===== src/hdl/msr_pkg.sv =====
package msr_pkg;

  // Link timing in microseconds and system clock rate
  localparam int CLK_MHZ = 125;
  localparam int LINK_PERIOD_MIN_US = 30;
  localparam int LINK_PERIOD_LONG_US = 50;
  localparam int DATA_SETUP_MIN_US = 5;
  localparam int DATA_SETUP_LONG_US = 25;
  // Frame timeout: two longest link periods without a falling edge
  localparam int FRAME_TIMEOUT_US = 2 * LINK_PERIOD_LONG_US;
  localparam int FRAME_TIMEOUT_CYC = FRAME_TIMEOUT_US * CLK_MHZ;
  localparam int TIMEOUT_W = 16;

  // Frame layout
  localparam int DATA_BITS = 8;
  localparam logic START_LEVEL = 1'b0;
  localparam logic STOP_LEVEL = 1'b1;
  localparam int BIT_CNT_W = 4;
  localparam logic [3:0] BIT_LAST_DATA = 4'h7;

  // Header field positions
  localparam int HDR_LEFT = 0;
  localparam int HDR_RIGHT = 1;
  localparam int HDR_ONE = 3;
  localparam int HDR_ZERO = 2;
  localparam int HDR_XSIGN = 4;
  localparam int HDR_YSIGN = 5;
  localparam int HDR_XOVF = 6;
  localparam int HDR_YOVF = 7;

  // Reset value of the synchroniser (idle link clock is high)
  localparam logic SYNC_RESET = 1'b1;

  // One decoded report
  typedef struct packed {
    logic left_button;
    logic right_button;
    logic horiz_move_overflow;
    logic vert_move_overflow;
    logic [8:0] horiz_move;
    logic [8:0] vert_move;
  } msr_report_t;

  // One received byte with its checks
  typedef struct packed {
    logic [7:0] data;
    logic error;
  } msr_byte_t;

endpackage


===== src/hdl/msr_sync.sv =====
`timescale 1ns/1ps
module msr_sync
  import msr_pkg::*;
(
  input wire logic clk,
  input wire logic rst,
  input wire logic async_in,
  output logic sync_out
);

  logic meta_ff;
  logic sync_ff;

  // Two flops; only the second one is read outside
  always_ff @(posedge clk) begin
    if (rst) begin
      meta_ff <= SYNC_RESET;
      sync_ff <= SYNC_RESET;
    end else begin
      meta_ff <= async_in;
      sync_ff <= meta_ff;
    end
  end

  assign sync_out = sync_ff;

endmodule


===== src/hdl/msr_frame_rx.sv =====
`timescale 1ns/1ps
module msr_frame_rx
  import msr_pkg::*;
(
  input wire logic clk,
  input wire logic rst,
  input wire logic fall,
  input wire logic data_s,
  input wire logic timeout,
  output logic byte_valid,
  output msr_byte_t byte_out
);

  typedef enum {MSR_IDLE, MSR_DATA, MSR_PARITY, MSR_STOP} msr_bit_state_t;

  msr_bit_state_t state_ff;
  logic [BIT_CNT_W-1:0] cnt_ff;
  logic [7:0] shift_ff;
  logic parity_ff;
  logic byte_valid_ff;
  msr_byte_t byte_ff;

  // Bit sequencing on each falling link edge
  always_ff @(posedge clk) begin
    if (rst) begin
      state_ff <= MSR_IDLE;
      cnt_ff <= '0;
      shift_ff <= 8'h00;
      parity_ff <= 1'b0;
    end else if (timeout) begin
      // Lost edges: resync at next start bit
      state_ff <= MSR_IDLE;
    end else if (fall) begin
      case (state_ff)
        MSR_IDLE: begin
          if (data_s == START_LEVEL) begin
            state_ff <= MSR_DATA;
            cnt_ff <= '0;
            parity_ff <= 1'b0;
          end
        end
        MSR_DATA: begin
          shift_ff <= {data_s, shift_ff[7:1]};
          parity_ff <= parity_ff ^ data_s;
          cnt_ff <= cnt_ff + 4'h1;
          if (cnt_ff == BIT_LAST_DATA) begin
            state_ff <= MSR_PARITY;
          end
        end
        MSR_PARITY: begin
          parity_ff <= parity_ff ^ data_s;
          state_ff <= MSR_STOP;
        end
        MSR_STOP: begin
          state_ff <= MSR_IDLE;
        end
        default: begin
          state_ff <= MSR_IDLE;
        end
      endcase
    end
  end

  // Byte result; odd parity means xor of data and parity is one
  always_ff @(posedge clk) begin
    if (rst) begin
      byte_valid_ff <= 1'b0;
      byte_ff <= '0;
    end else begin
      byte_valid_ff <= 1'b0;
      if (fall && !timeout && state_ff == MSR_STOP) begin
        byte_valid_ff <= 1'b1;
        byte_ff.data <= shift_ff;
        byte_ff.error <= (parity_ff != 1'b1) || (data_s != STOP_LEVEL);
      end
    end
  end

  assign byte_valid = byte_valid_ff;
  assign byte_out = byte_ff;

endmodule


===== src/hdl/msr_receiver.sv =====
`timescale 1ns/1ps
// Behaviour
// The mouse keeps the link clock high when idle while data may rest at either level.
// A frame is start, eight data bits, odd parity and stop, with parity making the ones count odd.
// Data arrives least significant bit first, first bit landing in bit zero.
// Start must be zero and stop must be one, otherwise the frame is malformed.
// The link clock period lies between 30 and 50 microseconds and any such period is accepted.
// Data changes 5 to 25 microseconds before each falling clock edge so it is stable there.
// A report is header, X byte, Y byte, and the header has bit 3 set and bit 2 clear.
// Header bits 0 and 1 give the left and right button, one meaning pressed.
// Header bits 4 and 5 are the X and Y signs, one meaning negative.
// Header bits 6 and 7 flag X and Y overflow.
// The second byte holds the low eight bits of horizontal movement.
// The third byte holds the low eight bits of vertical movement.
// Right and up are positive, left and down are negative.
// Data is sampled at falling link edges found after synchronising the link clock.
// A parity or stop failure raises an error flag, drops the byte and waits for a new start.
// Sign and byte join into nine-bit two's complement values, output with a one-cycle valid.
module msr_receiver
  import msr_pkg::*;
(
  input wire logic clk,
  input wire logic rst,
  input wire logic link_clk,
  input wire logic link_data,
  output msr_report_t report,
  output logic report_valid,
  output logic frame_error
);

  typedef enum {MSR_WAIT_HDR, MSR_WAIT_X, MSR_WAIT_Y} msr_pkt_state_t;

  logic clk_s;
  logic data_s;
  logic clk_prev_ff;
  logic fall;
  logic [TIMEOUT_W-1:0] idle_cnt_ff;
  logic timeout;
  logic byte_valid;
  msr_byte_t rx_byte;
  msr_pkt_state_t pkt_ff;
  logic [7:0] hdr_ff;
  logic [7:0] x_ff;
  msr_report_t report_ff;
  logic report_valid_ff;
  logic frame_error_ff;

  // Both pins pass two flops before use
  msr_sync u_sync_clk (
    .clk(clk),
    .rst(rst),
    .async_in(link_clk),
    .sync_out(clk_s)
  );

  msr_sync u_sync_data (
    .clk(clk),
    .rst(rst),
    .async_in(link_data),
    .sync_out(data_s)
  );

  // Falling edge of synchronised link clock; idle-high reset avoids a false edge
  always_ff @(posedge clk) begin
    if (rst) begin
      clk_prev_ff <= SYNC_RESET;
    end else begin
      clk_prev_ff <= clk_s;
    end
  end

  assign fall = clk_prev_ff & ~clk_s;

  // Watchdog between falling edges; any period up to 50 us stays well inside it
  always_ff @(posedge clk) begin
    if (rst) begin
      idle_cnt_ff <= '0;
    end else if (fall) begin
      idle_cnt_ff <= '0;
    end else if (idle_cnt_ff != TIMEOUT_W'(FRAME_TIMEOUT_CYC)) begin
      idle_cnt_ff <= idle_cnt_ff + 16'h0001;
    end
  end

  // Timeout only matters mid-frame or mid-report; idle clock high lets it saturate harmlessly
  assign timeout = (idle_cnt_ff == TIMEOUT_W'(FRAME_TIMEOUT_CYC) - 16'h0001);

  msr_frame_rx u_frame (
    .clk(clk),
    .rst(rst),
    .fall(fall),
    .data_s(data_s),
    .timeout(timeout),
    .byte_valid(byte_valid),
    .byte_out(rx_byte)
  );

  // Header sanity bits; a byte out of step fails here and is skipped
  function automatic logic hdr_ok(input logic [7:0] b);
    hdr_ok = b[HDR_ONE] && !b[HDR_ZERO];
  endfunction

  // Report assembly; a bad byte restarts the report at the header
  always_ff @(posedge clk) begin
    if (rst) begin
      pkt_ff <= MSR_WAIT_HDR;
      hdr_ff <= 8'h00;
      x_ff <= 8'h00;
    end else if (timeout) begin
      pkt_ff <= MSR_WAIT_HDR;
    end else if (byte_valid) begin
      if (rx_byte.error) begin
        pkt_ff <= MSR_WAIT_HDR;
      end else begin
        case (pkt_ff)
          MSR_WAIT_HDR: begin
            if (hdr_ok(rx_byte.data)) begin
              hdr_ff <= rx_byte.data;
              pkt_ff <= MSR_WAIT_X;
            end
          end
          MSR_WAIT_X: begin
            x_ff <= rx_byte.data;
            pkt_ff <= MSR_WAIT_Y;
          end
          MSR_WAIT_Y: begin
            pkt_ff <= MSR_WAIT_HDR;
          end
          default: begin
            pkt_ff <= MSR_WAIT_HDR;
          end
        endcase
      end
    end
  end

  // Report output, held until the next report
  always_ff @(posedge clk) begin
    if (rst) begin
      report_ff <= '0;
      report_valid_ff <= 1'b0;
    end else begin
      report_valid_ff <= 1'b0;
      if (byte_valid && !rx_byte.error && !timeout && pkt_ff == MSR_WAIT_Y) begin
        report_valid_ff <= 1'b1;
        report_ff.left_button <= hdr_ff[HDR_LEFT];
        report_ff.right_button <= hdr_ff[HDR_RIGHT];
        report_ff.horiz_move_overflow <= hdr_ff[HDR_XOVF];
        report_ff.vert_move_overflow <= hdr_ff[HDR_YOVF];
        // Sign on top makes right and up positive
        report_ff.horiz_move <= {hdr_ff[HDR_XSIGN], x_ff};
        report_ff.vert_move <= {hdr_ff[HDR_YSIGN], rx_byte.data};
      end
    end
  end

  // Error pulse for a malformed byte
  always_ff @(posedge clk) begin
    if (rst) begin
      frame_error_ff <= 1'b0;
    end else begin
      frame_error_ff <= byte_valid && rx_byte.error;
    end
  end

  assign report = report_ff;
  assign report_valid = report_valid_ff;
  assign frame_error = frame_error_ff;

endmodule


===== config.mk =====
export PLATFORM = sky130hd
export DESIGN_NAME = msr_receiver
export DESIGN_NICKNAME = d
export VERILOG_FILES = /design/src/hdl/msr_pkg.sv /design/src/hdl/msr_sync.sv /design/src/hdl/msr_frame_rx.sv /design/src/hdl/msr_receiver.sv
export SDC_FILE = /design/constraint.sdc
export NUM_CORES = 1
export LEC_CHECK = 0
export BUFFER_PORTS_ARGS = -buffer_cell sky130_fd_sc_hd__buf_4
export CAP_MARGIN = 30
export CORE_ASPECT_RATIO = 0.75
export CORE_MARGIN = 1.5
export CORE_UTILIZATION = 30
export CTS_BUF_LIST = sky130_fd_sc_hd__clkbuf_4 sky130_fd_sc_hd__clkbuf_8
export DETAILED_ROUTE_END_ITERATION = 12
export PLACE_DENSITY_LB_ADDON = 0.1
export SYNTH_ARGS = -nofsm -noshare
export SYNTH_HDL_FRONTEND = slang
export SYNTH_HIERARCHICAL = 1
export SYNTH_SLANG_ARGS = --single-unit

===== constraint.sdc =====
create_clock -name clk -period 2.8 [get_ports clk]
set_clock_uncertainty 0.15 [all_clocks]
set_input_delay 0.14 -clock clk [delete_from_list [all_inputs] [get_ports clk]]
set_output_delay 0.14 -clock clk [all_outputs]
set_load 0.02 [all_outputs]

==> results of run 1 <==
-- final cells by class --
cell class              count  area, µm²
multi-input cells         285       1779
inverters                   9      33.78
well taps                 162      202.7
flip-flops and latches     86       1722
clock buffers              12      152.6
clock inverters             3      21.27
fillers                  1255       7577
repair buffers             33      252.7
-- power groups by stage --
stage          sequential (µW)  combinational (µW)  clock [µW]
2_1_floorplan             1260                42.0           0
3_3_place_gp              1260                52.6           0
3_5_place_dp              1260                52.9           0
4_1_cts                   1230                55.1         841
5_1_grt                   1240                60.2         885
6_report                  1230                54.0         795
-- state kept, by name, summed over array words and instances, names as in the netlist, 2 cells and up --
name and cells:
hdr_ff 6, x_ff 8, idle_cnt_ff 16, report 22, u_frame/shift_ff 8, u_frame/byte_out 9, u_frame/cnt_ff 4, u_frame/state_ff 2
pkt_ff 2
-- through the flow --
step           util (%)  std cells  power, µW
2_1_floorplan         -        401       1304
3_3_place_gp      33.81        573       1316
3_5_place_dp      33.81        573       1316
4_1_cts           35.46        590       2131
5_1_grt           35.46        590       2181
6_report          35.46        590       2084
-- cells by family (layout without fill, tap and decap cells) --
| family | count (synthesis) | in the layout | synth area share, % |
|---|---|---|---|
| xor+xnor | 10 | 10 | 2.395 |
| mux | 17 | 17 | 4.653 |
| buf+inv | 30 | 57 | 4.276 |
| fa+ha+maj | 10 | 10 | 3.421 |
| flops | 86 | 86 | 47.07 |
| simple gates | 166 | 166 | 26.07 |
| compound gates | 82 | 82 | 12.11 |
-- cell usage in the layout (no fill, tap or decap), types with 2 or more instances in the layout --
| cell | count |
|---|---|
| dfxtp_1 | 86 |
| o21ai_0 | 50 |
| nand2_1 | 36 |
| buf_4 | 31 |
| nor2b_1 | 26 |
| a21oi_1 | 24 |
| nand2b_1 | 22 |
| nor2_1 | 22 |
| mux2i_1 | 17 |
| nand3_1 | 15 |
| xnor2_1 | 10 |
| ha_1 | 10 |
| clkbuf_8 | 10 |
| inv_1 | 9 |
| nor3_1 | 7 |
| or3_1 | 5 |
| or2_1 | 5 |
| nand4_1 | 4 |
| or2_2 | 3 |
| nor4_1 | 3 |
| nand4b_1 | 2 |
| nor4_4 | 2 |
| clkbuf_4 | 2 |
| dlygate4sd3_1 | 2 |
| nand2_2 | 2 |
| and2_1 | 2 |
| nand3b_1 | 2 |
-- critical path, stage by stage (launching register included) --
cell     delay (ps)
dfxtp_1         400
or4bb_4         590
nor4_4          290
buf_4           320
or2_2           430
o21ai_0         160
-- worst min path at each step --
stage | from | to | slack (ps)
after floorplan | rst | u_sync_clk/meta_ff | 90
after global placement | link_clk | u_sync_clk/meta_ff | 170
after detailed placement | link_clk | u_sync_clk/meta_ff | 170
after CTS | rst | frame_error | 70
after global routing | rst | u_frame/shift_ff[7] | 90
final | rst | frame_error | 80
-- routing by layer --
metal | share of wire, % | track usage (%) | up-vias
li1 | - | - | 1414
met1 | 52 | 17.16 | 1266
met5 | 0 | 0 | -
met3 | 4.8 | 4.289 | 9
met2 | 42 | 18.38 | 47
met4 | 1.3 | 4.311 | 0
==> impl_metrics.tcl, run 1 <==
set metrics [dict create \
    outcome "complete, no violations" \
    cts-buffers-inserted 9 \
    worstReg2RegEnd "report[17]" \
    die_y_um 98.62 \
    core_um2 11740 \
    gp_congestion 0.7580 \
    net-switching-power_uw 472.8 \
    start_kind "flip-flop" \
    hold_class "input pin to flip-flop" \
    p_sw_share_pct 22.69 \
    grt.total_usage_pct 12.54 \
    clkSlewWorstSetupHoldPaths_ps 80 \
    cts_hold_buf 2 \
    clk_latency_ps 360 \
    synth_common_cells "dfxtp_1 (86), o21ai_0 (50), nand2_1 (36), nor2b_1 (26), a21oi_1 (24)" \
    diodes 0 \
    critical_path.max_fanout 28 \
    synth_cell_types 45 \
    start_util_pct 31.15 \
    tns_ps 0 \
    r2r_cells 5 \
    period_needed_ps 2486 \
    hold_viol_final 0 \
    route.antenna.remaining_nets 0 \
    synthFlopType "dfxtp_1" \
    min_period_over_period_pct 88.78 \
    drcViolationCount 0 \
    crit_end "report[17]" \
    dr.pass1.iters 4 \
    first_global_vias 2546 \
    p_int_uw 1611 \
    yosysTopAreaCellShare_pct 47.07 \
    ir_drop_uv 259.1 \
    grt-ovfl-total 0 \
    syn-cell-area_um2 3657 \
    num_vias 2736 \
    endpoint_kind "flip-flop" \
    drt_wl_total_um 7665 \
    relSlewSlack_pct 64.66 \
    critPathArrivalTime_ps 2570 \
    htree_levels 3 \
    postPlaceCellArea_um2 3970 \
    wl_per_cell_um 12.99 \
    io_buffers 27 \
    rows 34 \
    seq_power_share_pct 59.3 \
    rsz0062_at_grt "false" \
    p_clk_share_pct 38.2 \
    clk_root_buffer_cell "clkbuf_8" \
    setup_ws_ps 314.2 \
    cp.required_ps 2880 \
    via_per_inst 4.637 \
    yosys-top-cells-area "dfxtp_1 (47%), o21ai_0 (6.8%), mux2i_1 (4.7%)" \
    yosysSeqAreaShare_pct 47.07 \
    synth_nets 415 \
    finalMaxSlewViolations 0 \
    worstSetupPathType "flip-flop to flip-flop" \
    antenna_found_initial 0 \
    syn_inst 401 \
    grt_start_max_net_pins 55 \
    die-area_um2 12870 \
    cts.sinks 86 \
    worst_pin_slew_ps 528.9 \
    setup_viol 0 \
    die_w_um 130.5 \
    drive_gt1_share_pct 14.49 \
    design_area_um2 4164 \
    cts_tree "built" \
    cts_resized 0 \
    area_growth_pct 13.86 \
    ioPinCount 28 \
    power.density_nw_per_um2 500.4 \
    ys_ff_latch 86 \
    clock.fmax_ghz 0.4023 \
    whs_ps 83.60 \
    ys_async_sr_fraction_pct 0 \
    synth_edf_count 0 \
    clockBufferDepth 2 \
    syn_area_per_cell_um2 9.120 \
    dp_slack_ps 302.5 \
    combPwrFrac_pct 2.6 \
    drt-initial-drc-count 119 \
    synth_warnings 6 \
    yosys.area.top_type "dfxtp_1" \
    yosysMostFrequentCell "dfxtp_1" \
    post_cts_buffers 0 \
    r2r_start "idle_cnt_ff[13]" \
    cap_violations 0 \
    cp-startpoint "idle_cnt_ff[13]" \
    hold_path_depth 2 \
    fin_nets 438 \
    dp_hpwl_um 5079 \
    p_leak_uw 0.001471 \
    r2r_slack_ps 310 \
    grt_pass1_wl_um 12450 \
]
Power figures use the tool's default switching activity.
==> run 2: changes to the inputs <==
CAP_MARGIN = unset   (was 30)
GPL_TIMING_DRIVEN = 1   (was unset)
REMOVE_ABC_BUFFERS = 1   (was unset)
==> impl_metrics.tcl, run 2 (same netlist as run 1, synthesis figures left out) <==
set metrics [dict create \
    outcome "complete, no violations" \
    largest_reg_flops 22 \
    core_um2 11740 \
    cp.required_ps 2890 \
    grt_pass1_wl_um 12700 \
    cts_resized 0 \
    diodes 0 \
    rsz0062_at_grt "false" \
    ir_drop_uv 175.5 \
    die_w_um 130.5 \
    clock.fmax_ghz 0.4297 \
    final_cell_count_no_fill 591 \
    htree_levels 3 \
    cts-buffers-inserted 9 \
    setup_viol 0 \
    gp_congestion 0.7268 \
    place_inst 573 \
    critPathArrivalTime_ps 2420 \
    ioPinCount 28 \
    utilization_pct 35.90 \
    critical_path.max_fanout 23 \
    wl_per_cell_um 12.96 \
    power.density_nw_per_um2 543.3 \
    fin_nets 438 \
    num_vias 2722 \
    first_global_vias 2543 \
    min_period_over_period_pct 83.12 \
    io_buffers 27 \
    area_growth_pct 15.26 \
    dp_hpwl_um 4855 \
    whs_ps 104.8 \
    final_common_cell "dfxtp_1" \
    period_needed_ps 2327 \
    use_met3_pct 4.180 \
    num-fill-cells 1216 \
    relSlewSlack_pct 61.95 \
    clk_latency_ps 360 \
    clockBufferDepth 2 \
    route.antenna.remaining_nets 0 \
    tns_ps 0 \
    drt-initial-drc-count 157 \
    via_per_inst 4.606 \
    grt_start_max_net_pins 59 \
    grt_busiest_layer "met2" \
    hold_viol_final 0 \
    met2_usage_pct 18.74 \
    cts.sinks 86 \
    grt_util_met1_pct 17.03 \
    finalMaxSlewViolations 0 \
    grt.total_usage_pct 12.54 \
    drive_gt1_share_pct 14.69 \
    worst_pin_slew_ps 569.6 \
    drcViolationCount 0 \
    die-area_um2 12870 \
    antenna_found_initial 0 \
    hold_class "input pin to flip-flop" \
    start_util_pct 31.15 \
    endpoint_kind "flip-flop" \
    clk_root_buffer_cell "clkbuf_8" \
    cap_violations 0 \
    worstSetupPathType "flip-flop to flip-flop" \
    dr.pass1.iters 4 \
    cts_tree "built" \
    p_leak_uw 0.001493 \
    final_cell_mix "dfxtp_1 (86), o21ai_0 (50), nand2_1 (36)" \
    clkSlewWorstSetupHoldPaths_ps 90 \
    start_kind "flip-flop" \
    grt-ovfl-total 0 \
    rows 34 \
    die_y_um 98.62 \
    drt_wl_total_um 7658 \
]
==> run 2: worst paths after layout <==
check | from | to | slack [ps] | depth (start not counted)
max | idle_cnt_ff[13] | report[16] | 470 | 5
max reg2reg | idle_cnt_ff[13] | report[16] | 470 | 5
min reg2reg | u_sync_clk/meta_ff | u_sync_clk/sync_out | 260 | 1
min | rst | frame_error | 100 | 2
==> run 2: layer usage <==
layer,vias up,share of wire (%)
met1,1263,53
met2,38,42
met5,-,0
li1,1411,-
met4,0,1.2
met3,10,4.4
==> run 2: worst max-delay path, stage by stage (launching register included) <==
cell     delay [ps]
dfxtp_1         390
or4bb_4         590
nor4_4          250
buf_4           250
or2_2           400
o21ai_0         170
==> run 2: area by class of cell <==
class / instances / area, µm² / area share [%]
timing repair buffer: 33 / 252.7 / 5.996
inverter: 9 / 33.78 / 0.8014
sequential: 86 / 1722 / 40.84
clock buffer: 10 / 131.4 / 3.117
multi-input combinational: 285 / 1779 / 42.21
tap: 162 / 202.7 / 4.809
clock inverter: 6 / 93.84 / 2.226
==> run 2: timing repair <==
item	in CTS	in global routing
buffers inserted	0	0
hold buffers	2	0
endpoints found under the hold margin	2	0
==> run 2: report_power, final <==
group | switching (µW) | internal (µW) | leakage [µW]
clock | 480 | 521 | 0.000111
combinational | 33.9 | 20.5 | 0.000688
sequential | 6.37 | 1230 | 0.000694
total | 520 | 1770 | 0.00149
==> run 2: stage by stage <==
| stage | worst slack, ps | area, µm² | total power (µW) |
|---|---|---|---|
| global placement | 464.2 | 3970 | 1317 |
| finish | 472.6 | 4215 | 2290 |
| CTS | 443.5 | 4215 | 2327 |
| global route | 292.6 | 4215 | 2378 |
| floorplan | 83.00 | 3535 | 1289 |
| detailed placement | 456.6 | 3970 | 1317 |
==> run 3: changes to the inputs <==
clock period = 2.2 ns   (was 2.8 ns; I/O delays follow)
==> impl_metrics.tcl, run 3 (same netlist as run 1, synthesis figures left out) <==
set metrics [dict create \
    final_common_cell "dfxtp_1" \
    setup_ws_ps 87.67 \
    endpoint_kind "flip-flop" \
    area_growth_pct 22.78 \
    die_y_um 98.62 \
    grt_start_max_net_pins 51 \
    hold_class "input pin to flip-flop" \
    final_cell_mix "dfxtp_1 (85), buf_4 (54), o21ai_0 (50)" \
    dr.pass1.iters 6 \
    fin_nets 465 \
    critical_path.max_fanout 10 \
    drt_wl_total_um 7769 \
    cts-buffers-inserted 9 \
    antenna_found_initial 0 \
    dp_slack_ps -57.50 \
    ioPinCount 28 \
    finalMaxSlewViolations 0 \
    p_leak_uw 0.001678 \
    period_needed_ps 2112 \
    critPathArrivalTime_ps 2220 \
    report.power.total_uw 2993 \
    outcome "complete, no violations" \
    net-switching-power_uw 632.5 \
    cp.required_ps 2310 \
    clk_latency_ps 370 \
    grt-ovfl-total 0 \
    io_buffers 27 \
    die-area_um2 12870 \
    grt_pass1_wl_um 12560 \
    relSlewSlack_pct 69.97 \
    setup_viol 0 \
    core_um2 11740 \
    grt.total_usage_pct 12.49 \
    min_period_over_period_pct 96.01 \
    cap_violations 0 \
    rows 34 \
    p_sw_share_pct 21.13 \
    ir_drop_uv 295.2 \
    largest_reg_flops 22 \
    cts.sinks 86 \
    start_util_pct 31.15 \
    die_w_um 130.5 \
    gp_congestion 0.7391 \
    worst_pin_slew_ps 450.5 \
    clk_root_buffer_cell "clkbuf_8" \
    drt-initial-drc-count 129 \
    combPwrFrac_pct 2.5 \
    cts_tree "built" \
    rsz0062_at_grt "false" \
    clockBufferDepth 2 \
    worstSetupPathType "flip-flop to flip-flop" \
    first_global_vias 2565 \
    clock.fmax_ghz 0.4734 \
    drcViolationCount 0 \
    p_clk_share_pct 45.0 \
    dp_hpwl_um 5118 \
    drive_gt1_share_pct 20.66 \
    start_kind "flip-flop" \
    htree_levels 3 \
    diodes 0 \
    num_vias 2807 \
    power.density_nw_per_um2 666.5 \
    hold_viol_final 0 \
    seq_power_share_pct 52.5 \
    clkSlewWorstSetupHoldPaths_ps 90 \
    via_per_inst 4.549 \
    wl_per_cell_um 12.59 \
    route.antenna.remaining_nets 0 \
    p_int_uw 2361 \
]
## run 3: through the flow
step / util (%) / TNS [ps] / hold WS (ps) / std cells / area [µm²]
finish: 38.25 / 0 / 22.54 / 617 / 4491
global route: 38.25 / 0 / 63.65 / 617 / 4491
CTS: 37.30 / 0 / 1.787 / 607 / 4379
detailed placement: 34.94 / -232.7 / 145.3 / 589 / 4103
global placement: 34.94 / -3.784 / 141.0 / 589 / 4103
floorplan: - / -21990 / 24.65 / 380 / 3535
## run 3: per-layer routing
layer,global-route usage (%),wire length (µm),share of wire [%],up-vias
met5,0,0,0,-
met4,4.565,108,1.4,0
met3,4.126,329,4.2,12
met2,17.89,3243,42,37
met1,17.42,4088,53,1294
li1,-,-,-,1464
## run 3: worst paths after layout
path,slack [ps],cells past startpoint,from,end
setup / recovery,90,7,idle_cnt_ff[10],report[9]
hold / removal,20,2,rst,report_valid
setup reg to reg,90,7,idle_cnt_ff[10],report[9]
hold reg to reg,260,1,u_sync_clk/meta_ff,u_sync_clk/sync_out
## run 3: final cells by class
type | instances | area, µm²
Clock buffer | 10 | 131.4
Clock inverter | 5 | 107.6
Fill cell | 1217 | 7251
Inverter | 9 | 33.78
Multi-Input combinational cell | 286 | 1807
Sequential cell | 86 | 1723
Tap cell | 162 | 202.7
Timing Repair Buffer | 59 | 485.5
## run 3: timing repair
| item | in CTS | in global routing |
|---|---|---|
| setup buffers | 1 | 8 |
| setup endpoints to repair | 12 | 57 |
| resized for setup | 4 | 6 |
| pin swaps | 1 | 4 |
| cloned | 0 | 2 |
| hold endpoints to repair | 2 | 0 |
| hold buffers | 2 | 0 |
## run 3: worst max-delay path: stages, from the launching register on
cell and delay (ps):
dfxtp_1 320, or4_4 550, nor4_4 270, buf_4 180
buf_4 140, or2_4 160, clkbuf_16 160, o21ai_0 80
## run 3: power groups by stage
stage / clock (µW) / combinational [µW] / sequential (µW)
after global placement: 0 / 69.7 / 1610
after CTS: 1390 / 72.7 / 1570
after detailed placement: 0 / 69.6 / 1610
after global routing: 1440 / 83.8 / 1570
after floorplan: 0 / 33.7 / 1610
final: 1350 / 75.4 / 1570
